<file path="src/design/lvpdiv_defines.vh">
// register map, field positions, reset values and source codes for the LVPECL channel dividers
`ifndef LVPDIV_DEFINES_VH
`define LVPDIV_DEFINES_VH

// ---------------------------------------------------------------
// register offsets
// ---------------------------------------------------------------
`define LVPDIV_ADDR_W            10
`define LVPDIV_OFS_DIV0_COUNTS   10'h190
`define LVPDIV_OFS_DIV0_CONTROL  10'h191
`define LVPDIV_OFS_DIV0_PATH     10'h192
`define LVPDIV_OFS_DIV1_COUNTS   10'h196
`define LVPDIV_OFS_DIV1_CONTROL  10'h197
`define LVPDIV_OFS_DIV1_PATH     10'h198

// ---------------------------------------------------------------
// field positions
// ---------------------------------------------------------------
`define LVPDIV_LOW_HI            7
`define LVPDIV_LOW_LO            4
`define LVPDIV_HIGH_HI           3
`define LVPDIV_HIGH_LO           0
`define LVPDIV_BIT_BYPASS        7
`define LVPDIV_BIT_NOSYNC        6
`define LVPDIV_BIT_FORCE         5
`define LVPDIV_BIT_STARTHIGH     4
`define LVPDIV_PHASE_HI          3
`define LVPDIV_PHASE_LO          0
`define LVPDIV_BIT_DIRECT        1
`define LVPDIV_BIT_DUTY_OFF      0
`define LVPDIV_PATH_MASK         8'h03

// ---------------------------------------------------------------
// reset values
// ---------------------------------------------------------------
`define LVPDIV_RST_COUNTS        8'h00
`define LVPDIV_RST_DIV0_CONTROL  8'h80
`define LVPDIV_RST_DIV1_CONTROL  8'h00
`define LVPDIV_RST_PATH          8'h00
`define LVPDIV_RD_UNMAPPED       8'h00

// ---------------------------------------------------------------
// source-select codes for the direct path
// ---------------------------------------------------------------
`define LVPDIV_SRC_EXTCLK        2'h0
`define LVPDIV_SRC_NONE          2'h1
`define LVPDIV_SRC_VCO           2'h2

`endif

</file>
<file path="src/design/lvpdiv_top.v">
// top of the LVPECL channel dividers: register port, two dividers, two output pairs
//
// Notes on behaviour
// - low time is low field plus one
// - high time is high field plus one
// - bypass parks counters, passes input clock
// - divider 0 resets bypassed, divider 1 divides
// - nosync clear obeys sync, set ignores it
// - force level applies only with nosync set
// - start-level bit picks first waveform level
// - four-bit phase offset, control low nibble, reset zero
// - direct clear drives pair A from divider 0
// - direct set: 10b oscillator, 00b external, 01b none
// - pair B from divider 1, same direct rules
// - duty correction on unless disable bit set or divider bypassed
`timescale 1ns/1ps
`include "lvpdiv_defines.vh"
module lvpdiv_top (
    input  wire       clk_sys,
    input  wire       reset_n,
    input  wire [9:0] regAddr,
    input  wire [7:0] regWrData,
    input  wire       regWrStrobe,
    input  wire       regRdStrobe,
    input  wire       syncHold,
    input  wire [1:0] srcSelect,
    input  wire       vcoClk,
    input  wire       extClk,
    output reg  [7:0] regRdData_q,
    output wire       pair_a_first_output,
    output wire       pair_a_second_output,
    output wire       pair_b_first_output,
    output wire       pair_b_second_output,
    output reg        dutyCorrectA_q,
    output reg        dutyCorrectB_q
);

    // ---------------------------------------------------------------
    // register file
    // ---------------------------------------------------------------
    reg  [7:0] div0Counts_q;
    reg  [7:0] div0Control_q;
    reg  [7:0] div0Path_q;
    reg  [7:0] div1Counts_q;
    reg  [7:0] div1Control_q;
    reg  [7:0] div1Path_q;
    reg  [7:0] rdData_d;

    always @(posedge clk_sys) begin
        if (!reset_n) begin
            div0Counts_q  <= `LVPDIV_RST_COUNTS;
            div0Control_q <= `LVPDIV_RST_DIV0_CONTROL;
            div0Path_q    <= `LVPDIV_RST_PATH;
            div1Counts_q  <= `LVPDIV_RST_COUNTS;
            div1Control_q <= `LVPDIV_RST_DIV1_CONTROL;
            div1Path_q    <= `LVPDIV_RST_PATH;
        end else if (regWrStrobe) begin
            case (regAddr)
                `LVPDIV_OFS_DIV0_COUNTS:  div0Counts_q  <= regWrData;
                `LVPDIV_OFS_DIV0_CONTROL: div0Control_q <= regWrData;
                `LVPDIV_OFS_DIV0_PATH:    div0Path_q    <= regWrData & `LVPDIV_PATH_MASK;
                `LVPDIV_OFS_DIV1_COUNTS:  div1Counts_q  <= regWrData;
                `LVPDIV_OFS_DIV1_CONTROL: div1Control_q <= regWrData;
                `LVPDIV_OFS_DIV1_PATH:    div1Path_q    <= regWrData & `LVPDIV_PATH_MASK;
                default: ;
            endcase
        end
    end

    // ---------------------------------------------------------------
    // read port
    // ---------------------------------------------------------------
    always @* begin
        case (regAddr)
            `LVPDIV_OFS_DIV0_COUNTS:  rdData_d = div0Counts_q;
            `LVPDIV_OFS_DIV0_CONTROL: rdData_d = div0Control_q;
            `LVPDIV_OFS_DIV0_PATH:    rdData_d = div0Path_q;
            `LVPDIV_OFS_DIV1_COUNTS:  rdData_d = div1Counts_q;
            `LVPDIV_OFS_DIV1_CONTROL: rdData_d = div1Control_q;
            `LVPDIV_OFS_DIV1_PATH:    rdData_d = div1Path_q;
            default:                  rdData_d = `LVPDIV_RD_UNMAPPED;
        endcase
    end

    // data valid only in the cycle after the strobe, zero otherwise
    always @(posedge clk_sys) begin
        if (!reset_n) begin
            regRdData_q <= 8'h00;
        end else begin
            regRdData_q <= regRdStrobe ? rdData_d : 8'h00;
        end
    end

    // ---------------------------------------------------------------
    // duty-correction enables to the analog correction cells
    // ---------------------------------------------------------------
    // a bypassed divider has no counter to correct, so the cell is kept off too
    always @(posedge clk_sys) begin
        if (!reset_n) begin
            dutyCorrectA_q <= 1'b0;
            dutyCorrectB_q <= 1'b0;
        end else begin
            dutyCorrectA_q <= ~div0Path_q[`LVPDIV_BIT_DUTY_OFF] & ~div0Control_q[`LVPDIV_BIT_BYPASS];
            dutyCorrectB_q <= ~div1Path_q[`LVPDIV_BIT_DUTY_OFF] & ~div1Control_q[`LVPDIV_BIT_BYPASS];
        end
    end

    // ---------------------------------------------------------------
    // dividers
    // ---------------------------------------------------------------
    wire div0Level;
    wire div1Level;

    lvpdiv_divider u_div0 (
        .clk_sys     (clk_sys),
        .reset_n     (reset_n),
        .lowCycles   (div0Counts_q[`LVPDIV_LOW_HI:`LVPDIV_LOW_LO]),
        .highCycles  (div0Counts_q[`LVPDIV_HIGH_HI:`LVPDIV_HIGH_LO]),
        .bypass      (div0Control_q[`LVPDIV_BIT_BYPASS]),
        .noSync      (div0Control_q[`LVPDIV_BIT_NOSYNC]),
        .startHigh   (div0Control_q[`LVPDIV_BIT_STARTHIGH]),
        .phaseOffset (div0Control_q[`LVPDIV_PHASE_HI:`LVPDIV_PHASE_LO]),
        .syncHold    (syncHold),
        .divLevel_q  (div0Level)
    );

    lvpdiv_divider u_div1 (
        .clk_sys     (clk_sys),
        .reset_n     (reset_n),
        .lowCycles   (div1Counts_q[`LVPDIV_LOW_HI:`LVPDIV_LOW_LO]),
        .highCycles  (div1Counts_q[`LVPDIV_HIGH_HI:`LVPDIV_HIGH_LO]),
        .bypass      (div1Control_q[`LVPDIV_BIT_BYPASS]),
        .noSync      (div1Control_q[`LVPDIV_BIT_NOSYNC]),
        .startHigh   (div1Control_q[`LVPDIV_BIT_STARTHIGH]),
        .phaseOffset (div1Control_q[`LVPDIV_PHASE_HI:`LVPDIV_PHASE_LO]),
        .syncHold    (syncHold),
        .divLevel_q  (div1Level)
    );

    // ---------------------------------------------------------------
    // output pairs
    // ---------------------------------------------------------------
    lvpdiv_path_select u_pair_a (
        .clk_sys      (clk_sys),
        .reset_n      (reset_n),
        .divLevel     (div0Level),
        .directPath   (div0Path_q[`LVPDIV_BIT_DIRECT]),
        .srcSelect    (srcSelect),
        .vcoClk       (vcoClk),
        .extClk       (extClk),
        .noSync       (div0Control_q[`LVPDIV_BIT_NOSYNC]),
        .forceHigh    (div0Control_q[`LVPDIV_BIT_FORCE]),
        .syncHold     (syncHold),
        .pairFirst_q  (pair_a_first_output),
        .pairSecond_q (pair_a_second_output)
    );

    lvpdiv_path_select u_pair_b (
        .clk_sys      (clk_sys),
        .reset_n      (reset_n),
        .divLevel     (div1Level),
        .directPath   (div1Path_q[`LVPDIV_BIT_DIRECT]),
        .srcSelect    (srcSelect),
        .vcoClk       (vcoClk),
        .extClk       (extClk),
        .noSync       (div1Control_q[`LVPDIV_BIT_NOSYNC]),
        .forceHigh    (div1Control_q[`LVPDIV_BIT_FORCE]),
        .syncHold     (syncHold),
        .pairFirst_q  (pair_b_first_output),
        .pairSecond_q (pair_b_second_output)
    );

endmodule // lvpdiv_top

</file>
<file path="src/design/lvpdiv_divider.v">
// one LVPECL channel divider: high/low counting, bypass, sync hold and phase delay
`timescale 1ns/1ps
module lvpdiv_divider (
    input  wire       clk_sys,
    input  wire       reset_n,
    input  wire [3:0] lowCycles,
    input  wire [3:0] highCycles,
    input  wire       bypass,
    input  wire       noSync,
    input  wire       startHigh,
    input  wire [3:0] phaseOffset,
    input  wire       syncHold,
    output reg        divLevel_q
);

    reg  [3:0] count_q;
    reg  [3:0] delay_q;

    // ---------------------------------------------------------------
    // counting
    // ---------------------------------------------------------------
    always @(posedge clk_sys) begin
        if (!reset_n) begin
            divLevel_q <= 1'b0;
            count_q    <= 4'h0;
            delay_q    <= 4'h0;
        end else if (bypass) begin
            // counters parked; output is the input clock image, one cycle high, one low
            divLevel_q <= ~divLevel_q;
            count_q    <= 4'h0;
            delay_q    <= 4'h0;
        end else if (syncHold && !noSync) begin
            // held at start level; reloading here makes the release edge deterministic
            divLevel_q <= startHigh;
            count_q    <= startHigh ? highCycles : lowCycles;
            delay_q    <= phaseOffset;
        end else if (delay_q != 4'h0) begin
            delay_q    <= delay_q - 4'h1;
        end else if (count_q == 4'h0) begin
            divLevel_q <= ~divLevel_q;
            count_q    <= divLevel_q ? lowCycles : highCycles;
        end else begin
            count_q    <= count_q - 4'h1;
        end
    end

endmodule // lvpdiv_divider

</file>
<file path="src/design/lvpdiv_path_select.v">
// output pair source selection: divider, oscillator or external clock, plus forced level
`timescale 1ns/1ps
`include "lvpdiv_defines.vh"
module lvpdiv_path_select (
    input  wire       clk_sys,
    input  wire       reset_n,
    input  wire       divLevel,
    input  wire       directPath,
    input  wire [1:0] srcSelect,
    input  wire       vcoClk,
    input  wire       extClk,
    input  wire       noSync,
    input  wire       forceHigh,
    input  wire       syncHold,
    output reg        pairFirst_q,
    output reg        pairSecond_q
);

    reg chosen;

    // ---------------------------------------------------------------
    // source mux
    // ---------------------------------------------------------------
    always @* begin
        // force only overrides while sync is ignored and sync is asserted
        chosen = (noSync && syncHold) ? forceHigh : divLevel;
        if (directPath) begin
            case (srcSelect)
                `LVPDIV_SRC_VCO:    chosen = vcoClk;
                `LVPDIV_SRC_EXTCLK: chosen = extClk;
                // other codes leave the divider path in place
                default:            ;
            endcase
        end
    end

    always @(posedge clk_sys) begin
        if (!reset_n) begin
            pairFirst_q  <= 1'b0;
            pairSecond_q <= 1'b0;
        end else begin
            pairFirst_q  <= chosen;
            pairSecond_q <= chosen;
        end
    end

endmodule // lvpdiv_path_select

</file>
<file path="config.mk">
export PLATFORM = sky130hd
export DESIGN_NAME = lvpdiv_top
export DESIGN_NICKNAME = d
export VERILOG_FILES = /design/src/design/lvpdiv_top.v /design/src/design/lvpdiv_divider.v /design/src/design/lvpdiv_path_select.v
export VERILOG_INCLUDE_DIRS = /design/src /design/src/design
export SDC_FILE = /design/constraint.sdc
export NUM_CORES = 1
export LEC_CHECK = 0
export BUFFER_PORTS_ARGS = -buffer_cell sky130_fd_sc_hd__buf_2
export CAP_MARGIN = 20
export CORE_ASPECT_RATIO = 1.5
export CORE_MARGIN = 1.5
export CORE_UTILIZATION = 50
export CTS_CLUSTER_DIAMETER = 60
export DETAILED_ROUTE_END_ITERATION = 7
export PLACE_DENSITY = 0.7
export SKIP_CTS_REPAIR_TIMING = 1
export SYNTH_ARGS = -nofsm -noshare
export SYNTH_HDL_FRONTEND = slang
export SYNTH_SLANG_ARGS = --single-unit
export TNS_END_PERCENT = 20
</file>
<file path="constraint.sdc">
create_clock -name clk_sys -period 1.8 [get_ports clk_sys]
set_input_delay 0.18 -clock clk_sys [delete_from_list [all_inputs] [get_ports clk_sys]]
set_output_delay 0.18 -clock clk_sys [all_outputs]
set_load 0.02 [all_outputs]
</file>
# [Word-level counts from Yosys, hierarchy flattened]
# Index checks and enable logic that the tools add are counted.
[word_totals] reg_bits=66 output_inout_bits=14 inputBits=27 wordCells=96
[op_classes] addsub=4 n_eq_ne=11 muxes=29 n_reduce_logical=26 bitwise_logic=9
[op_table] op="10-bit by 9-bit == test with 1-bit output, second input constant" count=6
[op_table] op="4-bit two-way mux" count=14
[op_table] op="8-bit one-hot mux with 6 select lines" count=1
[op_table] op="2-bit AND reduction" count=9
[op_table] op="4-bit by 1-bit subtractor with 4-bit output, second input constant" count=4
[op_table] op="1-bit two-way mux" count=12
[op_table] op="4-bit zero test" count=2
[op_table] op="4-bit nonzero test" count=2
[op_table] op="1-bit NOT" count=7
[op_table] op="3-bit by 2-bit != test with 1-bit output, second input constant" count=2
[op_table] op="3-bit nonzero test" count=2
[op_table] op="1-bit logical AND" count=4
[op_table] op="2-bit by 1-bit != test with 1-bit output, second input constant" count=2
[op_table] op="1-bit one-hot mux with 2 select lines" count=2
[op_table] op="2-bit nonzero test" count=2
[op_table] op="2-bit OR reduction" count=2
[op_table] op="1-bit AND" count=2
[op_table] op="2-bit == test, second input constant" count=1
[op_table] op="1-bit zero test" count=2
[op_table] op="2-bit zero test" count=1

# [Depth between registers and ports, before layout]
[depth] depth_word=5 ltp_mapped=7 depth_no_buf=6

# [Modules after synthesis]
# From an unflattened synthesis, not the netlist that was laid out.
[unflattened] cells_unflattened=387 area_unflattened_um2=3445.8
[modules_own_cells] module="lvpdiv_top" seq_area_each_um2=920.9 area_per_inst_um2=1976.9 cells_each=215 n_inst=1
[modules_own_cells] module="lvpdiv_divider" seq_area_each_um2=180.2 area_per_inst_um2=654.4 cells_each=78 n_inst=2
[modules_own_cells] module="lvpdiv_path_select" seq_area_each_um2=20.0 area_per_inst_um2=80.1 cells_each=8 n_inst=2

# [Least setup slack after synthesis]
# OpenSTA, ideal clock, no wires.
[synth_timing] kind="flip-flop to flip-flop" from="register u_div1.delay_q[0]" to="register u_div1.count_q[2]" setup_ps=86 setup_slack_ps=269 period_less_slack_ps=1531 path_stages_with_launch=7 arrival_time_ps=1445 t_required_ps=1714 path_buffers=0 path_cell_list="dfxtp_1 -> inv_1 -> ha_1 -> nor3b_4 -> nand2_2 -> or3_1 -> a221oi_2"
[synth_via] elab_chain_cells=2
[synth_rtl] element="from (decl)" line="lvpdiv_divider.v:17" source="reg [3:0] delay_q;"
[synth_rtl] element="from (signal assigned)" line="lvpdiv_divider.v:36" source="delay_q <= phaseOffset;"
[synth_rtl] element="from (signal assigned)" line="lvpdiv_divider.v:38" source="delay_q <= delay_q - 4'h1;"
[synth_rtl] element="4-bit nonzero test" line="lvpdiv_divider.v:37" source="end else if (delay_q != 4'h0) begin"
[synth_rtl] element="2-bit by 1-bit != test with 1-bit output (no source line)"
[synth_rtl] element="to (signal assigned)" line="lvpdiv_divider.v:35" source="count_q <= startHigh ? highCycles : lowCycles;"
[synth_rtl] element="to (signal assigned)" line="lvpdiv_divider.v:41" source="count_q <= divLevel_q ? lowCycles : highCycles;"
[synth_rtl] element="to (signal assigned)" line="lvpdiv_divider.v:43" source="count_q <= count_q - 4'h1;"
[synth_rtl] element="to (decl)" line="lvpdiv_divider.v:16" source="reg [3:0] count_q;"
# Every way passes these cells.
# A chain may end at the register's enable or synchronous reset.

# [Worst setup path after layout]
[layout_timing] from="register u_div0.delay_q[0]" to="register u_div0.count_q[2]"
[layout_via] elab_chain_cells=2
[layout_rtl] element="from (decl)" line="lvpdiv_divider.v:17"
[layout_rtl] element="from (signal assigned)" line="lvpdiv_divider.v:36"
[layout_rtl] element="from (signal assigned)" line="lvpdiv_divider.v:38"
[layout_rtl] element="4-bit nonzero test" line="lvpdiv_divider.v:37"
[layout_rtl] element="2-bit by 1-bit != test with 1-bit output (no source line)"
[layout_rtl] element="to (signal assigned)" line="lvpdiv_divider.v:35"
[layout_rtl] element="to (signal assigned)" line="lvpdiv_divider.v:41"
[layout_rtl] element="to (signal assigned)" line="lvpdiv_divider.v:43"
[layout_rtl] element="to (decl)" line="lvpdiv_divider.v:16"
# Every way passes these cells.

==> run summary <==
Clock slew at reported path FFs = 0.07 ns
Post-Synth Simple-Gate Area = 22.9%
Power Density = 765 nW/µm²
Comb pwr share = 10.3%
IO buf count = 40
Tmin final = 1.69 ns
Non-filler instance count after layout = 494
CTS sink cnt = 66
Final Max Tran Viols = 0
Predominant post-synthesis flop cell = dfxtp_1
Final Cycle Share = 93.8%
Vias = 2873
Worst Clk Skew = 0.00651 ns
Ant diodes = 0
Initial antenna violation count = 0
Worst skew pair latency = 0.35 ns
Initial core utilization = 51.2%
Maximum clock insertion buffer count = 2
Worst Path Max Fanout = 6
First-pass GRT wire length = 13.8 mm
Die width = 70.9 µm
WL/cell = 16.5 µm
Worst EP required = 2.05 ns
DRC violations left = 0
Worst Hold Depth = 2
Final setup violation count = 0
R2R Path End = u_div0.count_q[2]$_SDFFE_PP0P_
Fin. Hold Viols = 0
Synth Area in Adders = 1.45%
Clk pwr share = 38.8%
Switching pwr = 0.736 mW
Reg2reg start = u_div0.delay_q[0]$_SDFFE_PP0P_
Largest net degree at the start of global routing = 25
Area Overhead vs Synth = 11.5%
Setup CP Type = flip-flop to flip-flop
CP endpoint kind = flip-flop
Final TNS setup = 0 ns
Fmax = 592 MHz
Mapped Nets = 409
Leak = 1.60 nW
H-tree Lvls = 3
GRT overflow = 0
Synth Area per Inst = 9.16 µm²
Number of global-route vias before repair = 2837
Crit start category = flip-flop
Total GRT Usage = 23.4%
First drt pass iteration count = 4
R2R Setup Slk = 0.11 ns
Reg power frac = 50.9%
DP HPWL = 6.08 mm
HP Class = primary input to flip-flop
Starting DRT DRC Count = 175
Largest family of logic cells by synthesized area = simple AND/OR/NAND/NOR gates
P_int = 2.22 mW
Root Driver = clkbuf_8
Worst rel slew slack = 63.0%
Syn Std Cell Area = 3460 µm²
ANT nets after route = 0
Die ar. = 7440 µm²
Async SR Flop Fraction = 0%
Vias per inst = 5.82
Hold Crit Start = regWrData[7]
I/O Pins = 41
Row cnt = 37
Die Ht = 105 µm
Post-placement cell count = 478
Total of max-cap violations = 0
Routability congestion estimate = 0.853
Final net count = 442
Mux cell area share after synthesis = 13.1%
Cells on worst reg2reg path = 6
Status = finished, final reports clean
Arrival @ worst endpoint = 1.94 ns
Mapped Cells = 378
Compound-Gate Fraction of Synth Area = 18.6%
Synth warn = 0
VDD IR max = 0.518 mV
Core Area = 6760 µm²
Share of layout cells above drive strength 1 = 21.9%
Slew @ Worst Pin = 0.553 ns
Final WL = 8.14 mm
Post-synth EDFFs = 0
TritonCTS clock tree = done
CTS buffer count = 9
Register area share after synthesis = 38.2%
Switching Share = 24.9%
RSZ-0062 raised after global routing = no
#FFs+latches synth = 66
Post-synthesis cell type count = 59
Xor and xnor area share after synthesis = 0%
Endpoint, Worst Hold = div0Control_q[7]$_SDFFE_PN1P_
-- cell type report --
| cell class | instances | area, µm² |
|---|---|---|
| Fill cell | 631 | 2900 |
| Tap cell | 78 | 97.6 |
| Clock inverter | 2 | 10.0 |
| Timing Repair Buffer | 49 | 268 |
| Inverter | 12 | 45.0 |
| Multi-Input combinational cell | 273 | 1940 |
| Clock buffer | 14 | 173 |
| Sequential cell | 66 | 1320 |
-- how the worst max path moves through the flow --
stage / cells after the start / endpoint / slack [ns] / startpoint
floorplan: 6 / u_div1.count_q[2]$_SDFFE_PP0P_ / 0.27 / u_div1.delay_q[0]$_SDFFE_PP0P_
global placement: 6 / u_div1.count_q[1]$_SDFFE_PP0P_ / 0.22 / u_div1.count_q[0]$_SDFFE_PP0P_
detailed placement: 6 / u_div0.count_q[2]$_SDFFE_PP0P_ / 0.10 / u_div0.delay_q[0]$_SDFFE_PP0P_
CTS: 6 / u_div0.count_q[2]$_SDFFE_PP0P_ / 0.1 / u_div0.delay_q[0]$_SDFFE_PP0P_
global route: 6 / u_div0.count_q[2]$_SDFFE_PP0P_ / 0.004 / u_div0.delay_q[0]$_SDFFE_PP0P_
finish: 6 / u_div0.count_q[2]$_SDFFE_PP0P_ / 0.11 / u_div0.delay_q[0]$_SDFFE_PP0P_
-- power groups by stage --
stage	sequential, mW	combinational (mW)	clock, mW
2_1_floorplan	1.53	0.224	0
3_3_place_gp	1.54	0.298	0
6_report	1.50	0.303	1.15
5_1_grt	1.51	0.337	1.23
4_1_cts	1.50	0.303	1.18
3_5_place_dp	1.54	0.301	0
-- worst max-delay path: stages, from the launching register on --
cell and delay [ns]:
dfxtp_1 0.33, inv_1 0.08, ha_2 0.21, nor3b_4 0.31, nand2_1 0.11, or3_1 0.32
a221oi_1 0.24
-- stage by stage --
| stage | worst slack, ns | total power, mW | hold WS (ns) | instance area (µm²) | utilization (%) |
|---|---|---|---|---|---|
| floorplan | 0.269 | 1.75 | 0.316 | 3460 | - |
| global placement | 0.223 | 1.83 | 0.435 | 3670 | 54.3 |
| detailed placement | 0.101 | 1.84 | 0.436 | 3670 | 54.3 |
| CTS | 0.0985 | 2.99 | 0.0608 | 3850 | 57.0 |
| global route | 0.00442 | 3.07 | 0.0886 | 3860 | 57.1 |
| finish | 0.111 | 2.95 | 0.0806 | 3860 | 57.1 |
-- sequential cells by signal, summed over array words and instances (netlist names), 2 cells and up --
| signal | cells |
|---|---|
| div1Counts_q | 8 |
| u_div0.count_q | 4 |
| u_div0.delay_q | 4 |
| div0Counts_q | 8 |
| div1Path_q | 2 |
| div1Control_q | 8 |
| u_div1.count_q | 4 |
| u_div1.delay_q | 4 |
| regRdData_q | 8 |
| div0Control_q | 8 |
| div0Path_q | 2 |
-- layer usage --
layer | track usage (%) | share of wire, % | vias up
met1 | 27.0 | 42 | 1360
met4 | 12.0 | 3.7 | 0
met3 | 4.73 | 3.0 | 20
met5 | 0 | 0 | -
met2 | 40.0 | 52 | 44
li1 | - | - | 1449
-- logic make-up after synthesis --
logic type / Yosys count
flops: 66
buf+inv: 39
fa+ha+maj: 4
simple gates: 134
compound gates: 90
mux: 45
-- cells in the final DEF, fill, tap and decap left out, types with 6 or more instances in the layout --
master	instances
buf_4	9
o21ai_1	10
or3_1	6
dfxtp_1	66
nand3_1	19
mux2i_1	44
o21ai_0	8
inv_1	11
buf_2	40
nor2b_1	11
o22a_1	6
a211oi_1	11
nand2_1	34
clkbuf_8	12
a21oi_1	17
nand2b_1	7
nor2_1	26
-- cells in the mapped netlist, types with 5 or more instances --
cell      count  area, µm²
nand3_1      19       95.1
inv_1        11       41.3
clkbuf_1     10       37.5
nand2_1      34        128
buf_2         7       35.0
a21oi_1      17       85.1
o21ai_0       8       40.0
o21ai_1      10       50.1
o22a_1        6       52.6
nand2b_1      7       43.8
nor2b_1      11       68.8
a31o_1        5       43.8
or3_1         6       37.5
nor3_1        5       25.0
nor2_1       26       97.6
mux2i_1      44        440
a211oi_1     11       82.6
dfxtp_1      66       1320
No activity file was read; power rests on OpenSTA's default activity.
